**src/verilog/mwss_pkg.sv**
```systemverilog
package mwss_pkg;
   // ****************************************
   // Targets and widths
   // ****************************************
   typedef enum logic [2:0] {T_SSRAM, T_EDO, T_BEDO, T_ROM, T_IO} mwss_tgt_t;
   localparam int unsigned STALL_W       = 9;
   localparam int unsigned BEATS_W       = 4;
   // ****************************************
   // Stall figures
   // ****************************************
   localparam logic [8:0]  BR_NSEQ       = 9'h007;
   localparam logic [8:0]  BR_AL2        = 9'h008;
   localparam logic [8:0]  BR_AL3        = 9'h009;
   localparam logic [8:0]  BR_AL4        = 9'h00A;
   localparam logic [8:0]  BR_AL8        = 9'h013;
   localparam logic [8:0]  BR_UN2        = 9'h00C;
   localparam logic [8:0]  BR_UN3        = 9'h00D;
   localparam logic [8:0]  BR_UN4        = 9'h00E;
   localparam logic [8:0]  BR_UN8        = 9'h016;
   localparam logic [8:0]  BW_NSEQ       = 9'h004;
   localparam logic [8:0]  BW_S2         = 9'h006;
   localparam logic [8:0]  BW_S3         = 9'h008;
   localparam logic [8:0]  BW_S4         = 9'h00A;
   localparam logic [8:0]  BW_S8         = 9'h012;
   localparam logic [8:0]  BW_FULL4      = 9'h007;
   localparam logic [8:0]  BW_FULL8      = 9'h00C;
   localparam logic [8:0]  ROM_NSEQ      = 9'h02C;
   localparam logic [8:0]  ROM_S2        = 9'h057;
   localparam logic [8:0]  ROM_S3        = 9'h082;
   localparam logic [8:0]  ROM_S8        = 9'h159;
   localparam logic [8:0]  ROM_WR        = 9'h014;
   localparam logic [8:0]  IO_NORM       = 9'h014;
   localparam logic [8:0]  IO_FAST       = 9'h00D;
   // Column reload points inside an unaligned burst
   localparam logic [8:0]  RELOAD_AT1    = 9'h004;
   localparam logic [8:0]  RELOAD_AT2    = 9'h00C;
   // Back-to-back window, cycles since the last access ended
   localparam logic [1:0]  B2B_GAP       = 2'h2;
   localparam logic [8:0]  PRECHG_EXTRA  = 9'h001;
   // ****************************************
   // Refresh timing
   // ****************************************
   localparam longint      CLK_PERIOD_PS = 40000;
   localparam longint      RFSH_WIN_MS   = 32;
   localparam longint      RFSH_ROWS     = 2048;
   localparam int unsigned RFSH_INTERVAL =
      int'((RFSH_WIN_MS * 64'd1000000000) / (RFSH_ROWS * CLK_PERIOD_PS));
   localparam logic [3:0]  RFSH_LEN      = 4'h9;
endpackage

```
**src/verilog/mwss_sequencer.sv**
```systemverilog
`timescale 1ns/1ps
module mwss_sequencer
#(
   parameter logic [8:0] SSRAM_RD_STALLS = 9'h001,
   parameter logic [8:0] EDO_STALLS      = 9'h005,
   parameter logic [8:0] ROM_S4_STALLS   = 9'h0AD,
   parameter logic [8:0] BW_B2B_STALLS   = 9'h001,
   parameter int         ROM_BYTE_CLKS   = 11
)
(
   input  wire logic                         ref_clk_i,
   input  wire logic                         srst_i,
   input  wire logic                         req_i,
   input  wire mwss_pkg::mwss_tgt_t          tgt_i,
   input  wire logic                         write_i,
   input  wire logic [mwss_pkg::BEATS_W-1:0] beats_i,
   input  wire logic                         aligned_i,
   input  wire logic                         full_i,
   input  wire logic                         bmask_valid_i,
   input  wire logic                         rdy_i,
   input  wire logic                         zws_n_i,
   input  wire logic [7:0]                   rom_byte_i,
   output logic                              ack_o,
   output logic                              wait_o,
   output logic                              done_o,
   output logic                              ras_o,
   output logic                              cas_o,
   output logic                              reload_o,
   output logic                              rfsh_o,
   output logic                              rom_rd_o,
   output logic [31:0]                       rom_word_o
);
   import mwss_pkg::*;

   // Byte timer is eight bits wide
   if (ROM_BYTE_CLKS < 2 || ROM_BYTE_CLKS > 255)
   begin : g_byte_clks_chk
      $error("ROM_BYTE_CLKS out of range");
   end

   typedef enum logic [1:0] {S_IDLE, S_HOLD, S_STALL, S_RECOV} mwss_state_t;

   // ****************************************
   // Pin synchronisers
   // ****************************************
   logic        rdy_m_r, rdy_s_r, zws_m_r, zws_s_r;
   logic [7:0]  rb_m_r, rb_s_r;
   always_ff @(posedge ref_clk_i)
   begin
      rdy_m_r <= rdy_i;
      rdy_s_r <= rdy_m_r;
      zws_m_r <= zws_n_i;
      zws_s_r <= zws_m_r;
      rb_m_r  <= rom_byte_i;
      rb_s_r  <= rb_m_r;
   end

   // ****************************************
   // Stall lookup
   // ****************************************
   function automatic logic [8:0] stall_lookup(input mwss_tgt_t t, input logic wr,
                                               input logic [3:0] b, input logic al,
                                               input logic fu);
      logic [8:0] v;
      v = '0;
      case (t)
         T_SSRAM: v = wr ? 9'h000 : SSRAM_RD_STALLS;
         T_EDO:   v = EDO_STALLS;
         T_BEDO:
            if (b < 4'h2)
               v = wr ? BW_NSEQ : BR_NSEQ;
            else if (wr && fu && al && b == 4'h4)
               v = BW_FULL4;
            else if (wr && fu && al && b == 4'h8)
               v = BW_FULL8;
            else if (wr)
               v = (b == 4'h2) ? BW_S2 : (b == 4'h3) ? BW_S3 : (b == 4'h4) ? BW_S4 : BW_S8;
            else if (al)
               v = (b == 4'h2) ? BR_AL2 : (b == 4'h3) ? BR_AL3 : (b == 4'h4) ? BR_AL4 : BR_AL8;
            else
               v = (b == 4'h2) ? BR_UN2 : (b == 4'h3) ? BR_UN3 : (b == 4'h4) ? BR_UN4 : BR_UN8;
         T_ROM:
            if (wr)
               v = ROM_WR;
            else
               v = (b < 4'h2) ? ROM_NSEQ : (b == 4'h2) ? ROM_S2 : (b == 4'h3) ? ROM_S3 :
                   (b == 4'h4) ? ROM_S4_STALLS : ROM_S8;
         T_IO:    v = IO_NORM;
         default: v = '0;
      endcase
      return v;
   endfunction

   // ****************************************
   // Decode
   // ****************************************
   mwss_state_t st_r, st_nxt;
   mwss_tgt_t   tgt_r;
   logic        wr_r, seq_r, al_r, full_r, rdrain;
   logic [3:0]  beats_r;
   logic [8:0]  cnt_r, tot_r;
   logic        rfsh_act_r, rfsh_pend_r;
   logic [3:0]  rfsh_cnt_r;
   logic [8:0]  rfsh_tmr_r;
   logic [1:0]  gap_r;
   logic        prev_pen_r, prev_bw_r;
   logic [7:0]  byte_tmr_r;
   logic [1:0]  byte_idx_r;
   logic [31:0] pack_r;

   wire         req_dram  = (tgt_i == T_EDO) || (tgt_i == T_BEDO);
   wire         take      = req_i && (st_r == S_IDLE);
   wire         near_b2b  = gap_r < B2B_GAP;
   wire  [8:0]  b2b_add   = !(req_dram && near_b2b) ? 9'h000 :
                            prev_pen_r ? PRECHG_EXTRA :
                            prev_bw_r  ? BW_B2B_STALLS : 9'h000;
   wire  [8:0]  base_tot  = stall_lookup(tgt_i, write_i, beats_i, aligned_i, full_i);
   wire  [8:0]  take_tot  = base_tot + b2b_add;
   wire         blocked   = take && req_dram && rfsh_act_r;
   wire         cur_dram  = (tgt_r == T_EDO) || (tgt_r == T_BEDO);
   wire         cur_bedo  = tgt_r == T_BEDO;
   wire         cur_io    = tgt_r == T_IO;
   wire         cur_rom   = (tgt_r == T_ROM) && !wr_r;
   wire         io_hold   = cur_io && !rdy_s_r;
   wire         mask_hold = cur_bedo && wr_r && seq_r && !full_r && !bmask_valid_i;
   wire         advance   = (st_r == S_STALL) && !io_hold && !mask_hold;
   wire         zws_end   = cur_io && !zws_s_r && (cnt_r >= IO_FAST - 9'h001);
   wire         finish    = advance && ((cnt_r == tot_r - 9'h001) || zws_end);
   wire         zero_done = take && !blocked && (take_tot == 9'h000);
   wire         enter     = (take && !blocked && take_tot != 9'h000) ||
                            (st_r == S_HOLD && !rfsh_act_r);
   wire         reload_pt = advance && cur_bedo && seq_r && !al_r &&
                            ((cnt_r == RELOAD_AT1) || (beats_r == 4'h8 && cnt_r == RELOAD_AT2));
   wire         dram_busy = (st_r != S_IDLE && cur_dram) || (take && req_dram);
   wire         rfsh_go   = rfsh_pend_r && !rfsh_act_r && !dram_busy;
   wire         byte_tick = advance && cur_rom && (byte_tmr_r == 8'(ROM_BYTE_CLKS - 1));

   always_comb
   begin
      st_nxt = st_r;
      unique case (st_r)
         S_IDLE:  if (blocked) st_nxt = S_HOLD;
                  else if (enter) st_nxt = S_STALL;
         S_HOLD:  if (!rfsh_act_r) st_nxt = S_STALL;
         S_STALL: if (finish) st_nxt = (cur_bedo && wr_r) ? S_RECOV : S_IDLE;
         S_RECOV: st_nxt = S_IDLE;
      endcase
   end

   // ****************************************
   // Access sequencer
   // ****************************************
   always_ff @(posedge ref_clk_i)
   begin
      if (srst_i)
      begin
         st_r  <= S_IDLE;
         tgt_r <= T_SSRAM;
         {wr_r, seq_r, al_r, full_r} <= 4'h0;
         beats_r <= 4'h0;
         tot_r <= '0;
         cnt_r <= '0;
      end
      else
      begin
         st_r <= st_nxt;
         if (take)
         begin
            tgt_r   <= tgt_i;
            wr_r    <= write_i;
            seq_r   <= beats_i > 4'h1;
            al_r    <= aligned_i;
            full_r  <= full_i;
            beats_r <= beats_i;
            tot_r   <= take_tot;
         end
         cnt_r <= enter ? 9'h000 : advance ? cnt_r + 9'h001 : cnt_r;
      end
   end

   // Outputs; RAS spans DRAM stall cycles (not refresh hold) plus the BEDO write recovery cycle
   always_ff @(posedge ref_clk_i)
   begin
      if (srst_i)
      begin
         {ack_o, wait_o, done_o, ras_o, cas_o, reload_o, rom_rd_o} <= 7'h00;
      end
      else
      begin
         ack_o    <= take;
         wait_o   <= (st_nxt == S_HOLD) || (st_nxt == S_STALL);
         done_o   <= finish || zero_done;
         ras_o    <= ((st_nxt == S_STALL) && (take ? req_dram : cur_dram)) ||
                     (st_nxt == S_RECOV);
         cas_o    <= enter && ((take ? tgt_i : tgt_r) == T_BEDO) &&
                     !(take ? write_i : wr_r);
         reload_o <= reload_pt;
         rom_rd_o <= byte_tick;
      end
   end

   // ****************************************
   // ROM byte packing
   // ****************************************
   // Same timer for EPROM and Flash; the faster part just idles
   always_ff @(posedge ref_clk_i)
   begin
      if (srst_i)
      begin
         byte_tmr_r <= '0;
         byte_idx_r <= '0;
         pack_r     <= '0;
         rom_word_o <= '0;
      end
      else
      begin
         if (enter)
            byte_tmr_r <= '0;
         else if (advance)
            byte_tmr_r <= byte_tick ? 8'h00 : byte_tmr_r + 8'h01;
         if (enter)
            byte_idx_r <= '0;
         else if (byte_tick)
            byte_idx_r <= byte_idx_r + 2'h1;
         if (byte_tick)
            pack_r <= {rb_s_r, pack_r[31:8]};
         if (byte_tick && byte_idx_r == 2'h3)
            rom_word_o <= {rb_s_r, pack_r[31:8]};
      end
   end

   // ****************************************
   // Refresh and cycle overlap
   // ****************************************
   always_ff @(posedge ref_clk_i)
   begin
      if (srst_i)
      begin
         rfsh_tmr_r  <= '0;
         rfsh_pend_r <= 1'b0;
         rfsh_act_r  <= 1'b0;
         rfsh_cnt_r  <= '0;
         rfsh_o      <= 1'b0;
         gap_r       <= 2'h3;
         prev_pen_r  <= 1'b0;
         prev_bw_r   <= 1'b0;
      end
      else
      begin
         rfsh_tmr_r  <= (rfsh_tmr_r == 9'(RFSH_INTERVAL - 1)) ? 9'h000 : rfsh_tmr_r + 9'h001;
         rfsh_pend_r <= (rfsh_tmr_r == 9'(RFSH_INTERVAL - 1)) || (rfsh_pend_r && !rfsh_go);
         if (rfsh_go)
            rfsh_cnt_r <= RFSH_LEN - 4'h1;
         else if (rfsh_act_r)
            rfsh_cnt_r <= rfsh_cnt_r - 4'h1;
         rfsh_act_r <= rfsh_go || (rfsh_act_r && rfsh_cnt_r != 4'h0);
         rfsh_o     <= rfsh_go || (rfsh_act_r && rfsh_cnt_r != 4'h0);
         // Only DRAM history matters; SSRAM and I/O leave no precharge
         if (finish || zero_done)
         begin
            gap_r      <= 2'h0;
            prev_pen_r <= zero_done ? (req_dram && !(tgt_i == T_BEDO && write_i)) :
                          ((tgt_r == T_EDO) || (cur_bedo && !wr_r));
            prev_bw_r  <= zero_done ? (tgt_i == T_BEDO && write_i) :
                          (cur_bedo && wr_r);
         end
         else if (st_r == S_IDLE && gap_r != 2'h3)
            gap_r <= gap_r + 2'h1;
      end
   end

   // ****************************************
   // Checks
   // ****************************************
   logic [8:0] run_r, base_tot_q;
   logic       ext_r;
   always_ff @(posedge ref_clk_i)
   begin
      run_r <= (srst_i || done_o) ? 9'h000 : wait_o ? run_r + 9'h001 : run_r;
      ext_r <= (srst_i || done_o) ? 1'b0 : ext_r || (st_r == S_HOLD) || io_hold || mask_hold;
   end

   stall_exact_a: assert property (@(posedge ref_clk_i) disable iff (srst_i)
      done_o && !ext_r && !(cur_io && !zws_s_r) |-> run_r == tot_r)
      else $error("wait length differs from stall count");
   prime_cas_a: assert property (@(posedge ref_clk_i) disable iff (srst_i)
      cas_o |-> wait_o && cur_bedo && !wr_r ##1 !cas_o)
      else $error("priming CAS outside a BEDO read");
   wr_recov_a: assert property (@(posedge ref_clk_i) disable iff (srst_i)
      done_o && cur_bedo && wr_r |-> ras_o ##1 !ras_o)
      else $error("BEDO write recovery cycle missing");
   no_abort_a: assert property (@(posedge ref_clk_i) disable iff (srst_i)
      reload_o |-> !al_r && seq_r && cur_bedo)
      else $error("burst abort on aligned transfer");
   rfsh_len_a: assert property (@(posedge ref_clk_i) disable iff (srst_i)
      $rose(rfsh_o) |-> rfsh_o [*8] ##1 rfsh_o ##1 !rfsh_o)
      else $error("refresh not nine clocks");
   rfsh_hold_a: assert property (@(posedge ref_clk_i) disable iff (srst_i)
      take && (tgt_i == T_SSRAM || tgt_i == T_IO) |=> st_r != S_HOLD)
      else $error("non-DRAM access held by refresh");
   io_min_a: assert property (@(posedge ref_clk_i) disable iff (srst_i)
      done_o && cur_io |-> run_r >= IO_FAST)
      else $error("I/O cycle below minimum");
   b2b_pen_a: assert property (@(posedge ref_clk_i) disable iff (srst_i)
      take && req_dram && near_b2b && prev_pen_r |=> tot_r == base_tot_q + 9'h001)
      else $error("precharge stall missing");
   always_ff @(posedge ref_clk_i)
      base_tot_q <= base_tot;

   bedo_rd_c: cover property (@(posedge ref_clk_i) take && tgt_i == T_BEDO && !write_i);
   io_zws_c:  cover property (@(posedge ref_clk_i) done_o && cur_io && run_r == IO_FAST);
   hold_c:    cover property (@(posedge ref_clk_i) st_r == S_HOLD ##1 st_r == S_STALL);
   rom8_c:    cover property (@(posedge ref_clk_i) done_o && cur_rom && tot_r == ROM_S8);
endmodule

```
**config.mk**
```make
export PLATFORM = sky130hd
export DESIGN_NAME = mwss_sequencer
export DESIGN_NICKNAME = d
export VERILOG_FILES = /design/src/verilog/mwss_pkg.sv /design/src/verilog/mwss_sequencer.sv
export SDC_FILE = /design/constraint.sdc
export NUM_CORES = 1
export LEC_CHECK = 0
export CORE_ASPECT_RATIO = 0.75
export CORE_MARGIN = 2
export CORE_UTILIZATION = 65
export CTS_BUF_LIST = sky130_fd_sc_hd__clkbuf_2
export CTS_CLUSTER_SIZE = 16
export DETAILED_ROUTE_END_ITERATION = 6
export DONT_BUFFER_PORTS = 1
export PLACE_DENSITY = 0.8
export RECOVER_POWER = 50
export SYNTH_ARGS = -nofsm -noshare
export SYNTH_HDL_FRONTEND = slang
export SYNTH_SLANG_ARGS = --single-unit
```
**constraint.sdc**
```tcl
create_clock -name ref_clk_i -period 5.13 [get_ports ref_clk_i]
set_input_delay 1.026 -clock ref_clk_i [delete_from_list [all_inputs] [get_ports ref_clk_i]]
set_output_delay 1.026 -clock ref_clk_i [all_outputs]
set_load 0.01 [all_outputs]
```
After elaboration in Yosys (flattened, before gate mapping)
Cells that the tools add are included.

storage, ports and cells
  bits in registers = 151
  logic and storage cells = 194

operators by class
  $add $sub $neg = 8
  order comparisons = 4
  eq/ne operators = 27
  mux-type cells = 41
  reductions and logical operators = 80

operator list
  operator             number
  $mux 5               14
  $mux 9               5
  $pmux 9 s5           1
  $logic_and 1x1->1    43
  $add 9x1->9 const B  2
  $mux 2               8
  $eq 3x2->1 const B   5
  $logic_not 1->1      14
  $logic_or 1x1->1     12
  $eq 2x2->1 const B   5
  $add 9x1->9          1
  $eq 9x3->1 const B   1
  $eq 9x4->1 const B   1
  $eq 9x9->1           1
  $eq 9x9->1 const B   1
  $ge 9x4->1 const B   1
  $logic_not 9->1      1
  $reduce_bool 9->1    1
  $sub 9x1->9 const B  1
  $add 8x1->8 const B  1
  $eq 4x2->1 const B   2
  $eq 4x4->1 const B   2
  $eq 8x4->1 const B   1
  $mux 1               8
  other kinds (19)     28

Logic depth before layout (Yosys ltp)
Gate-level depths: netlist of the first run.

  depth in word-level cells = 20
  gate-level depth with buffers = 16
  depth with buffers taken out = 15

Worst setup path before layout of the first run
OpenSTA, ideal clock, no wires.

  kind = input port to flip-flop
  start point = in beats_i[3] in the netlist's numbering
  end point = reg ras_o
  setup time = 0.128 ns
  arrival = 4.209 ns
  data required time = 5.002 ns
  path slack = 0.793 ns
  stages = 16
  path through = clkbuf_1 -> nor3b_1 -> nand2_1 -> a221oi_1 -> nor2_1 -> o22ai_1 -> ha_1 -> ha_1 -> or3_1 -> nor3_1 -> a2bb2oi_1 -> o21a_1 -> nand3_1 -> ha_1 -> a21oi_1 -> nor2_1

on the way
  cells in the longest elaborated chain, start to end = 20

RTL lines
  what                   RTL line                                    source
  from (decl)            mwss_sequencer.sv:16                        input wire logic [mwss_pkg::BEATS_W-1:0] beats_i,
  $eq 4x3->1             mwss_sequencer.sv:72, mwss_sequencer.sv:79
  $mux 5 (3 in a row)    mwss_sequencer.sv:79                        v = (b == 4'h2) ? BR_AL2 : (b == 4'h3) ? BR_AL3 : (b == 4'h4) ? BR_AL4 : BR_AL8;
  $mux 5                 mwss_sequencer.sv:78                        else if (al)
  $mux 5                 mwss_sequencer.sv:76                        else if (wr)
  $mux 5                 mwss_sequencer.sv:74                        else if (wr && fu && al && b == 4'h8)
  $mux 5                 mwss_sequencer.sv:72                        else if (wr && fu && al && b == 4'h4)
  $mux 5                 mwss_sequencer.sv:70                        if (b < 4'h2)
  $pmux 9 s5 *           mwss_sequencer.sv:66                        case (t)
  [... 1 more ...]       --
  named net take_tot[1]  mwss_sequencer.sv:118                       wire [8:0] take_tot = base_tot + b2b_add;
  [... 2 more ...]       --
  $logic_or 1x1->1 *     mwss_sequencer.sv:130                       wire enter = (take && !blocked && take_tot != 9'h000) ||
  $mux 2 *               mwss_sequencer.sv:143                       else if (enter) st_nxt = S_STALL;
  $mux 2 *               mwss_sequencer.sv:142                       S_IDLE: if (blocked) st_nxt = S_HOLD;
  $pmux 2 s4 *           mwss_sequencer.sv:141                       unique case (st_r)
  named net st_nxt[1]    mwss_sequencer.sv:97                        mwss_state_t st_r, st_nxt;
  $eq 2x2->1             mwss_sequencer.sv:193                       ras_o <= ((st_nxt == S_STALL) && (take ? req_dram : cur_dram)) ||
  $logic_and 1x1->1      mwss_sequencer.sv:193
  $logic_or 1x1->1 *     mwss_sequencer.sv:193
  to (signal assigned)   mwss_sequencer.sv:193
  to (decl)              mwss_sequencer.sv:26                        output logic ras_o,

Mark *: on every way through the listed nets, which the timed path passes. The rest lies on a longest branch.
A chain may end at the register's enable or synchronous reset.

Worst setup path in the final report of the first run
  start point = in beats_i[3] in the netlist's numbering
  end point = reg byte_tmr_r[2]

on the way
  cells in the longest elaborated chain, start to end = 15

RTL lines
  what                                RTL line                                    source
  $eq 4x3->1                          mwss_sequencer.sv:72, mwss_sequencer.sv:79
  $mux 5 (3 in a row)                 mwss_sequencer.sv:79
  $mux 5                              mwss_sequencer.sv:78
  $mux 5                              mwss_sequencer.sv:76
  $mux 5                              mwss_sequencer.sv:74
  $mux 5                              mwss_sequencer.sv:72
  $mux 5                              mwss_sequencer.sv:70
  $pmux 9 s5 *                        mwss_sequencer.sv:66
  $add 9x1->9 *                       mwss_sequencer.sv:118
  named net take_tot[1]               mwss_sequencer.sv:118
  $reduce_bool 9->1 *                 mwss_sequencer.sv:130
  $logic_and 1x1->1 *                 mwss_sequencer.sv:130
  $logic_or 1x1->1 *                  mwss_sequencer.sv:130
  $reduce_or 2->1 (no source line) *  --
  to (signal assigned)                mwss_sequencer.sv:220                       byte_tmr_r <= byte_tick ? 8'h00 : byte_tmr_r + 8'h01;
  to (decl)                           mwss_sequencer.sv:107                       logic [7:0] byte_tmr_r;

Marked as above.

==> results of run 1 <==
-- how the worst max path moves through the flow --
| stage | from | to | slack [ns] | depth (start not counted) |
|---|---|---|---|---|
| after floorplan | beats_i[3] | ras_o | 0.79 | 16 |
| after global placement | beats_i[3] | byte_tmr_r[2] | 0.80 | 11 |
| after detailed placement | beats_i[3] | cnt_r[8] | 0.76 | 11 |
| after CTS | tgt_r[0] | rom_word_o[25] | 1.46 | 7 |
| after global routing | beats_i[3] | byte_tmr_r[2] | 1.07 | 11 |
| final | beats_i[3] | byte_tmr_r[2] | 1.36 | 11 |
-- per-stage QoR --
step	total power, W	hold WS [ns]	worst slack, ns	instance area, sq um	instances
floorplan	0.001369	0.3096	0.7931	6175	744
global placement	0.001385	0.3097	0.8015	6091	828
detailed placement	0.001395	0.3121	0.7626	6091	828
CTS	0.001990	0.2859	1.459	6314	860
global route	0.002072	0.2636	1.073	6314	860
finish	0.001981	0.3201	1.363	6314	860
-- cells by family after synthesis --
logic type / Yosys count
simple gates: 326
compound gates: 154
flops: 143
buf+inv: 64
xor+xnor: 37
fa+ha+maj: 14
mux: 6
-- final cells by class --
class	count	area, sq um
clock buffer	17	85.08
clock inverter	15	137.6
fill	770	2845
inverter	19	71.32
multi-input combinational	537	2989
sequential	143	2863
tap	128	160.2
timing repair buffer	1	7.507
-- report_power, final --
group          switching, W  internal [W]
logic              0.000109     0.0000817
registers         0.0000346       0.00115
clock network      0.000424      0.000182
total              0.000567       0.00141
-- cells in the final DEF (no fill, tap or decap), drive strengths merged, types with 10 or more instances in the layout --
cell type  count
clkbuf        17
xnor2         18
nand2        185
nand4         11
o21ai         14
inv           24
nor2          50
dfxtp        143
a21oi         97
ha            14
nand3         10
xor2          19
-- routing by layer --
| layer | vias to the layer above | share of wire | wire length, microns |
|---|---|---|---|
| met5 | - | 0 | 0 |
| met2 | 170 | 0.42 | 5601 |
| li1 | 2488 | - | - |
| met4 | 0 | 0.015 | 195 |
| met1 | 2319 | 0.49 | 6477 |
| met3 | 20 | 0.079 | 1060 |
-- sequential cells by signal, summed over array words and instances, names as in the netlist, 2 cells and up --
register and cells:
tot_r 9, pack_r 24, rb_s_r 8, rom_word_o 32
byte_tmr_r 8, st_r 2, gap_r 2, rb_m_r 8
cnt_r 9, rfsh_cnt_r 4, rfsh_tmr_r 9, byte_idx_r 2
tgt_r 3, beats_r 4
==> metrics.csv, run 1 <==
stage,metric,value,unit
timing,Final Setup Violations,0,
global_routing,gr usage total,0.2706,
cts,CTS tree,yes,
cts,clock sink count,143,
synthesis,adder-cell area share of the yosys netlist,0.02837,
setup_path,critical-path cell list,nor4b_1 > a221oi_1 > nor2_1 > o22ai_1 > ha_1 > ha_1 > or3_1 > nor3_1 > a2bb2oi_1 > o211ai_1 > a21oi_1,
floorplanning,core area,0.009159,sq mm
setup_path,capturing point of the worst reg2reg path,rom_word_o[25],
detailed_routing,drt wl/cell,15.51,microns
floorplanning,die area,0.01030,sq mm
final_layout,layout cell share with drive strength beyond 1,0.06148,
global_routing,first-pass GRT wire length,21640,microns
setup_path,Setup crit start kind,input pin,
detailed_routing,vias per cell,5.810,
setup_path,reg2reg setup slack,1.47,ns
timing,"Hold Vio Cnt, Final",0,
detailed_routing,post-route ant nets,0,
setup_path,r2r startpoint,tgt_r[0],
power_and_ir_drop,Pwr Density,313.8,mW/mm^2
synthesis,mux contribution to synthesized area,0.009929,
synthesis,Syn Area/Cell,8.299,sq um
global_routing,vias in the first global route,4464,
setup_path,Crit path largest cell delay,0.59,ns
synthesis,synth cell count leaders,"nand2_1 (184), dfxtp_1 (143), a21oi_1 (97)",
setup_path,CP required,5.75,ns
floorplanning,initial core utilization,0.6742,
synthesis,Syn Nets,782,
synthesis,sequential cell area fraction in the yosys report,0.4636,
detailed_routing,drt pass-1 iters,7,
detailed_routing,drt initial violations,373,
timing,Rel. slew slack,0.2003,
global_routing,Global Route met2 Usage,0.3774,
final_layout,Area growth syn-to-layout,2.249,%
cts,setup repair bufs after CTS,0,
final_layout,fin util,0.6893,
cts,clock slew at the register clock pins of the worst setup and hold paths,0.22,ns
timing,skew final,0.02415,ns
placement,post-DP HPWL,9379,microns
timing,fmax,265.4,MHz
synthesis,"Warnings, synthesis",0,
synthesis,post-synthesis simple-gate area fraction,0.2448,
cts,clk_lat worst skew,0.70,ns
min_path,hold path endpoint,rb_m_r[3],
floorplanning,IO Pins,64,
global_routing,initial antenna violation count,0,
setup_path,R2R depth,7,
synthesis,most used standard cell by instance count after synthesis,nand2_1,
global_routing,met1 Usage GRT,0.3989,
global_routing,met3 usage,0.08562,
timing,Worst Tran Pin Value,1.200,ns
detailed_routing,WL final,13340,microns
setup_path,CP top delay family,simple AND/OR/NAND/NOR gates,
setup_path,most frequent CP cell,ha_1,
synthesis,largest family of logic cells by synthesized area,simple AND/OR/NAND/NOR gates,
setup_path,Worst Setup End Kind,register,
placement,Port Buffers,0,
floorplanning,DIE HEIGHT,88.41,microns
synthesis,ys async rst share,0,
synthesis,number of synthesized register bits,143,
timing,Final Slew Violations,0,
synthesis,mapped cell area,0.006175,sq mm
timing,RSZ-0062 raised after global routing,no,
power_and_ir_drop,Max VDD drop,278.4,uV
cts,Clk Tree Root Cell,clkbuf_2,
setup_path,Arrival @ worst endpoint,4.39,ns
detailed_routing,DRC viols,0,
detailed_routing,via count,4997,
synthesis,share of Yosys cell area claimed by the top area cell type,0.4636,
setup_path,Setup CP Type,input pin to register,
synthesis,Post-Synthesis Cells,744,
global_routing,GR peak layer,met1,
synthesis,"EDFF count, synth",0,
power_and_ir_drop,Leak,2.226,nW
placement,gpl congestion,0.8349,
cts,Max Root-Sink Buffers,2,
cts,clock buffer count from CTS,17,
floorplanning,FP Rows,30,
timing,setup TNS,0,ns
timing,min Tclk post-route,3.767,ns
synthesis,largest cells by area after synthesis,"dfxtp_1 (46%), nand2_1 (11%), a21oi_1 (7.9%)",
min_path,Min-Delay Path Depth,0,
floorplanning,die span in x,116.5,microns
status,status,"complete, no violations",
synthesis,Synth Area in Compound Gates,0.1485,
synthesis,cell taking the most area after synthesis,dfxtp_1,
cts,H-tree Lvls,4,
min_path,HP Class,input pin to register,
run,max_cap viols,0,
global_routing,Overflow after GRT,0,
final_layout,final net count,757,
setup_path,largest fanout on the critical path,14,
final_layout,number of diodes,0,
timing,final worst-path cycle share,0.7344,
synthesis,synth unique cells,65,
global_routing,largest net degree at the start of global routing,97,
cts,hold_buf cts,0,
min_path,critical hold path startpoint,rom_byte_i[3],
cts,CTS resizes,0,
synthesis,Main synth FF type,dfxtp_1,
synthesis,xor-xnor portion of the synthesized cell area,0.05248,
setup_path,CP max stage cell,nor4b_1,
setup_path,worst path bufs/invs,0,
No activity file was read; power rests on OpenSTA's default activity.
==> inputs of run 2 (changes only) <==
==> constraint.sdc (replaced) <==
create_clock -name ref_clk_i -period 3.75 [get_ports ref_clk_i]
set_input_delay 0.75 -clock ref_clk_i [delete_from_list [all_inputs] [get_ports ref_clk_i]]
set_output_delay 0.75 -clock ref_clk_i [all_outputs]
set_load 0.01 [all_outputs]
==> metrics.csv, run 2 (same netlist as run 1, synthesis figures left out) <==
stage,metric,value,unit
status,status,"complete, no violations",
cts,clock buffer count from CTS,17,
setup_path,Worst Setup End Kind,register,
cts,CTS tree,yes,
setup_path,most frequent CP cell,ha_1,
cts,clock sink count,143,
placement,Place WS,0.02965,ns
placement,post-DP HPWL,9806,microns
floorplanning,IO Pins,64,
timing,RSZ-0062 raised after global routing,no,
setup_path,Setup crit start kind,input pin,
final_layout,layout cell share with drive strength beyond 1,0.07744,
cts,H-tree Lvls,4,
global_routing,initial antenna violation count,0,
timing,Rel. slew slack,0.3507,
power_and_ir_drop,Pwr Density,418.6,mW/mm^2
detailed_routing,drt wl/cell,15.88,microns
timing,Final Slew Violations,0,
floorplanning,die area,0.01030,sq mm
floorplanning,DIE HEIGHT,88.41,microns
timing,setup TNS,0,ns
cts,Max Root-Sink Buffers,2,
setup_path,CP top delay family,simple AND/OR/NAND/NOR gates,
placement,gpl congestion,0.9169,
placement,Port Buffers,0,
timing,Worst Tran Pin Value,0.9637,ns
timing,"Hold Vio Cnt, Final",0,
setup_path,worst path bufs/invs,0,
timing,Final Setup Violations,0,
floorplanning,initial core utilization,0.6742,
cts,clk_lat worst skew,0.69,ns
cts,Clk Tree Root Cell,clkbuf_2,
cts,clock slew at the register clock pins of the worst setup and hold paths,0.21,ns
timing,fmax,312.4,MHz
global_routing,first-pass GRT wire length,22330,microns
timing,final worst-path cycle share,0.8535,
final_layout,design area,0.006461,sq mm
global_routing,gr usage total,0.2797,
setup_path,Arrival @ worst endpoint,3.80,ns
detailed_routing,via count,5119,
timing,post-route setup slack,0.5494,ns
setup_path,Crit path largest cell delay,0.44,ns
global_routing,Overflow after GRT,0,
setup_path,largest fanout on the critical path,13,
detailed_routing,vias per cell,5.837,
power_and_ir_drop,Max VDD drop,385.5,uV
setup_path,Setup CP Type,input pin to register,
setup_path,critical-path cell list,nor3b_1 > nand2_1 > a221oi_1 > nor2_1 > o22ai_1 > ha_1 > ha_1 > or3_1 > nor3_2 > a2bb2oi_2 > o21a_1 > nand3_1 > ha_1 > a21oi_1 > nor2_1,
timing,min Tclk post-route,3.201,ns
global_routing,vias in the first global route,4564,
floorplanning,core area,0.009159,sq mm
detailed_routing,DRC viols,0,
final_layout,Largest regs,"rom_word_o: 32 flops, pack_r: 24 flops",
timing,Worst Hold Margin,0.07460,ns
floorplanning,die span in x,116.5,microns
final_layout,final net count,774,
setup_path,CP max stage cell,nor3b_1,
timing,skew final,0.02451,ns
detailed_routing,drt pass-1 iters,5,
final_layout,most flop-heavy register,rom_word_o,
final_layout,most frequent cells in the layout,"nand2_1 (184), dfxtp_1 (143), a21oi_1 (97)",
detailed_routing,WL final,13930,microns
final_layout,Area growth syn-to-layout,4.640,%
run,max_cap viols,0,
final_layout,Largest register FFs,32,
min_path,HP Class,input pin to register,
detailed_routing,post-route ant nets,0,
power_and_ir_drop,Leak,2.309,nW
placement,dpl cell area,0.006188,sq mm
floorplanning,FP Rows,30,
final_layout,"commonest non-fill, non-tap cell in the layout",nand2_1,
final_layout,number of diodes,0,
detailed_routing,drt initial violations,547,
global_routing,largest net degree at the start of global routing,97,
setup_path,CP required,4.35,ns
[run 2: timing repair]
| action | CTS | global route |
|---|---|---|
| setup buffers | 0 | 0 |
| endpoints found under the hold margin | 0 | 7 |
| resized for setup | 0 | 0 |
| endpoints found under the setup margin | 0 | 0 |
| hold buffers | 0 | 7 |
[run 2: area by class of cell]
| class | count | area, sq um |
|---|---|---|
| well taps | 128 | 160.2 |
| fillers | 715 | 2698 |
| clock buffers | 17 | 85.08 |
| clock inverters | 15 | 126.4 |
| multi-input cells | 537 | 3007 |
| repair buffers | 18 | 148.9 |
| flip-flops and latches | 143 | 2863 |
| inverters | 19 | 71.32 |
[run 2: metal layers]
| metal | up-vias | part of all wire | track usage |
|---|---|---|---|
| met5 | - | 0 | 0 |
| met2 | 164 | 0.43 | 0.4096 |
| met1 | 2410 | 0.49 | 0.4064 |
| met4 | 0 | 0.012 | 0.07166 |
| met3 | 20 | 0.068 | 0.08425 |
| li1 | 2525 | - | - |
[run 2: per-stage QoR]
stage                     power, W  instances  utilization
after floorplan           0.001876        744            -
after global placement    0.001911        838       0.6757
after detailed placement  0.001921        838       0.6757
after CTS                 0.002703        870       0.6988
after global routing      0.002823        877       0.7055
final                     0.002705        877       0.7055
[run 2: worst paths after layout]
check / startpoint / to / slack (ns) / cells after the start
min: zws_n_i / zws_m_r / 0.07 / 0
min reg2reg: rb_m_r[2] / rb_s_r[2] / 0.34 / 0
max reg2reg: tot_r[0] / ras_o / 0.72 / 11
max: beats_i[2] / ras_o / 0.55 / 15
[run 2: where the power goes]
group,internal [W],switching [W]
Combinational,0.000126,0.000156
Clock,0.000197,0.000607
Sequential,0.00157,0.0000464
==> inputs of run 3 (changes only) <==
--- a/config.mk
+++ b/config.mk
@@ -13,7 +13,7 @@
 export DETAILED_ROUTE_END_ITERATION = 6
 export DONT_BUFFER_PORTS = 1
 export PLACE_DENSITY = 0.8
-export RECOVER_POWER = 50
+export RECOVER_POWER = 25
 export SYNTH_ARGS = -nofsm -noshare
 export SYNTH_HDL_FRONTEND = slang
 export SYNTH_SLANG_ARGS = --single-unit
==> metrics.csv, run 3 (same netlist as run 1, synthesis figures left out) <==
stage,metric,value,unit
cts,clock slew at the register clock pins of the worst setup and hold paths,0.22,ns
cts,clock buffer count from CTS,17,
timing,setup TNS,0,ns
detailed_routing,drt pass-1 iters,5,
min_path,HP Class,input pin to register,
final_layout,most flop-heavy register,rom_word_o,
placement,Port Buffers,0,
global_routing,largest net degree at the start of global routing,97,
power_and_ir_drop,Max VDD drop,382.1,uV
floorplanning,DIE HEIGHT,88.41,microns
detailed_routing,drt wl/cell,15.91,microns
cts,Clk Tree Root Cell,clkbuf_2,
power_and_ir_drop,Leak,2.311,nW
global_routing,vias in the first global route,4564,
cts,clk_lat worst skew,0.71,ns
final_layout,Area growth syn-to-layout,4.721,%
setup_path,critical-path cell list,inv_1 > ha_1 > o21ba_2 > a221o_1 > a222oi_1 > o211ai_1 > and2_4 > o32a_1 > ha_1 > a21oi_1 > nor2_1,
detailed_routing,WL final,13950,microns
final_layout,fin util,0.7060,
timing,Final Slew Violations,0,
cts,CTS tree,yes,
floorplanning,FP Rows,30,
placement,gpl congestion,0.9169,
power_and_ir_drop,Pint,0.001896,W
timing,Worst Tran Pin Value,0.8924,ns
detailed_routing,drt initial violations,597,
final_layout,most frequent cells in the layout,"nand2_1 (184), dfxtp_1 (143), a21oi_1 (97)",
cts,H-tree Lvls,4,
setup_path,CP top delay family,compound AO/OA/AOI/OAI gates,
detailed_routing,DRC viols,0,
setup_path,Worst Setup End Kind,register,
timing,Final Setup Violations,0,
global_routing,initial antenna violation count,0,
final_layout,final net count,774,
power_and_ir_drop,Net Switching,0.0008078,W
timing,skew final,0.02807,ns
power_and_ir_drop,"Power, Total",0.002704,W
final_layout,Largest register FFs,32,
setup_path,reg2reg setup slack,0.72,ns
setup_path,largest fanout on the critical path,8,
power_and_ir_drop,Pwr Density,418.2,mW/mm^2
cts,hold_buf cts,0,
timing,"Hold Vio Cnt, Final",0,
cts,CTS resizes,0,
setup_path,Crit path largest cell delay,0.52,ns
detailed_routing,met2 WL,5994,microns
setup_path,worst path bufs/invs,1,
timing,Rel. slew slack,0.4050,
timing,post-route setup slack,0.7189,ns
power_and_ir_drop,Combinational Power Share,0.104,
final_layout,fin cells,877,
placement,Place WS,0.02965,ns
global_routing,first-pass GRT wire length,22330,microns
cts,clock sink count,143,
detailed_routing,post-route ant nets,0,
floorplanning,core area,0.009159,sq mm
placement,post-DP HPWL,9806,microns
cts,setup repair bufs after CTS,0,
setup_path,CP required,4.36,ns
setup_path,CP max stage cell,dfxtp_1,
detailed_routing,top sig layer,met4,
detailed_routing,via count,5131,
floorplanning,die span in x,116.5,microns
timing,min Tclk post-route,3.031,ns
power_and_ir_drop,sw frac,0.2987,
final_layout,Largest regs,"rom_word_o: 32 flops, pack_r: 24 flops",
setup_path,most frequent CP cell,ha_1,
final_layout,number of diodes,0,
global_routing,Overflow after GRT,0,
detailed_routing,M1 WL,6792,microns
timing,final worst-path cycle share,0.8083,
setup_path,Arrival @ worst endpoint,3.64,ns
setup_path,Setup CP Type,register to register,
cts,Max Root-Sink Buffers,2,
detailed_routing,metal3 WL,981,microns
global_routing,gr usage total,0.2797,
floorplanning,IO Pins,64,
placement,Placed Cells,838,
run,max_cap viols,0,
power_and_ir_drop,Clk pwr share,0.297,
timing,fmax,329.9,MHz
final_layout,layout cell share with drive strength beyond 1,0.07877,
detailed_routing,vias per cell,5.851,
floorplanning,initial core utilization,0.6742,
floorplanning,die area,0.01030,sq mm
timing,RSZ-0062 raised after global routing,no,
final_layout,"commonest non-fill, non-tap cell in the layout",nand2_1,
status,status,"complete, no violations",
power_and_ir_drop,sequential share of power,0.599,
setup_path,Setup crit start kind,register,
[run 3: per-layer routing]
layer / global-route usage / up-vias
li1: - / 2522
met1: 0.4064 / 2433
met2: 0.4096 / 154
met3: 0.08425 / 22
met4: 0.07166 / 0
met5: 0 / -
[run 3: final cells by class]
type                    instances  area (sq um)
clock buffers                  17         85.08
fillers                       714          2693
well taps                     128         160.2
clock inverters                15         126.4
inverters                      19         71.32
multi-input cells             537          3012
repair buffers                 18         148.9
flip-flops and latches        143          2863
[run 3: final timing paths]
check,start,to,depth (start not counted)
worst min register to register,rb_m_r[2],rb_s_r[2],0
worst max register to register,tot_r[0],ras_o,11
worst max-delay path,tot_r[0],ras_o,11
worst min-delay path,zws_n_i,zws_m_r,0
[run 3: through the flow]
step / cell area, sq um / hold WS [ns]
finish: 6466 / 0.05895
global route: 6466 / 0.002412
CTS: 6400 / 0.01052
detailed placement: 6188 / 0.3143
global placement: 6188 / 0.3107
floorplan: 6197 / 0.3096
[run 3: power groups by stage]
stage	Sequential, W	Clock, W	Combinational, W
2_1_floorplan	0.00163	0	0.000244
3_3_place_gp	0.00165	0	0.000265
3_5_place_dp	0.00165	0	0.000273
4_1_cts	0.00162	0.000810	0.000274
5_1_grt	0.00163	0.000880	0.000316
6_report	0.00162	0.000804	0.000281
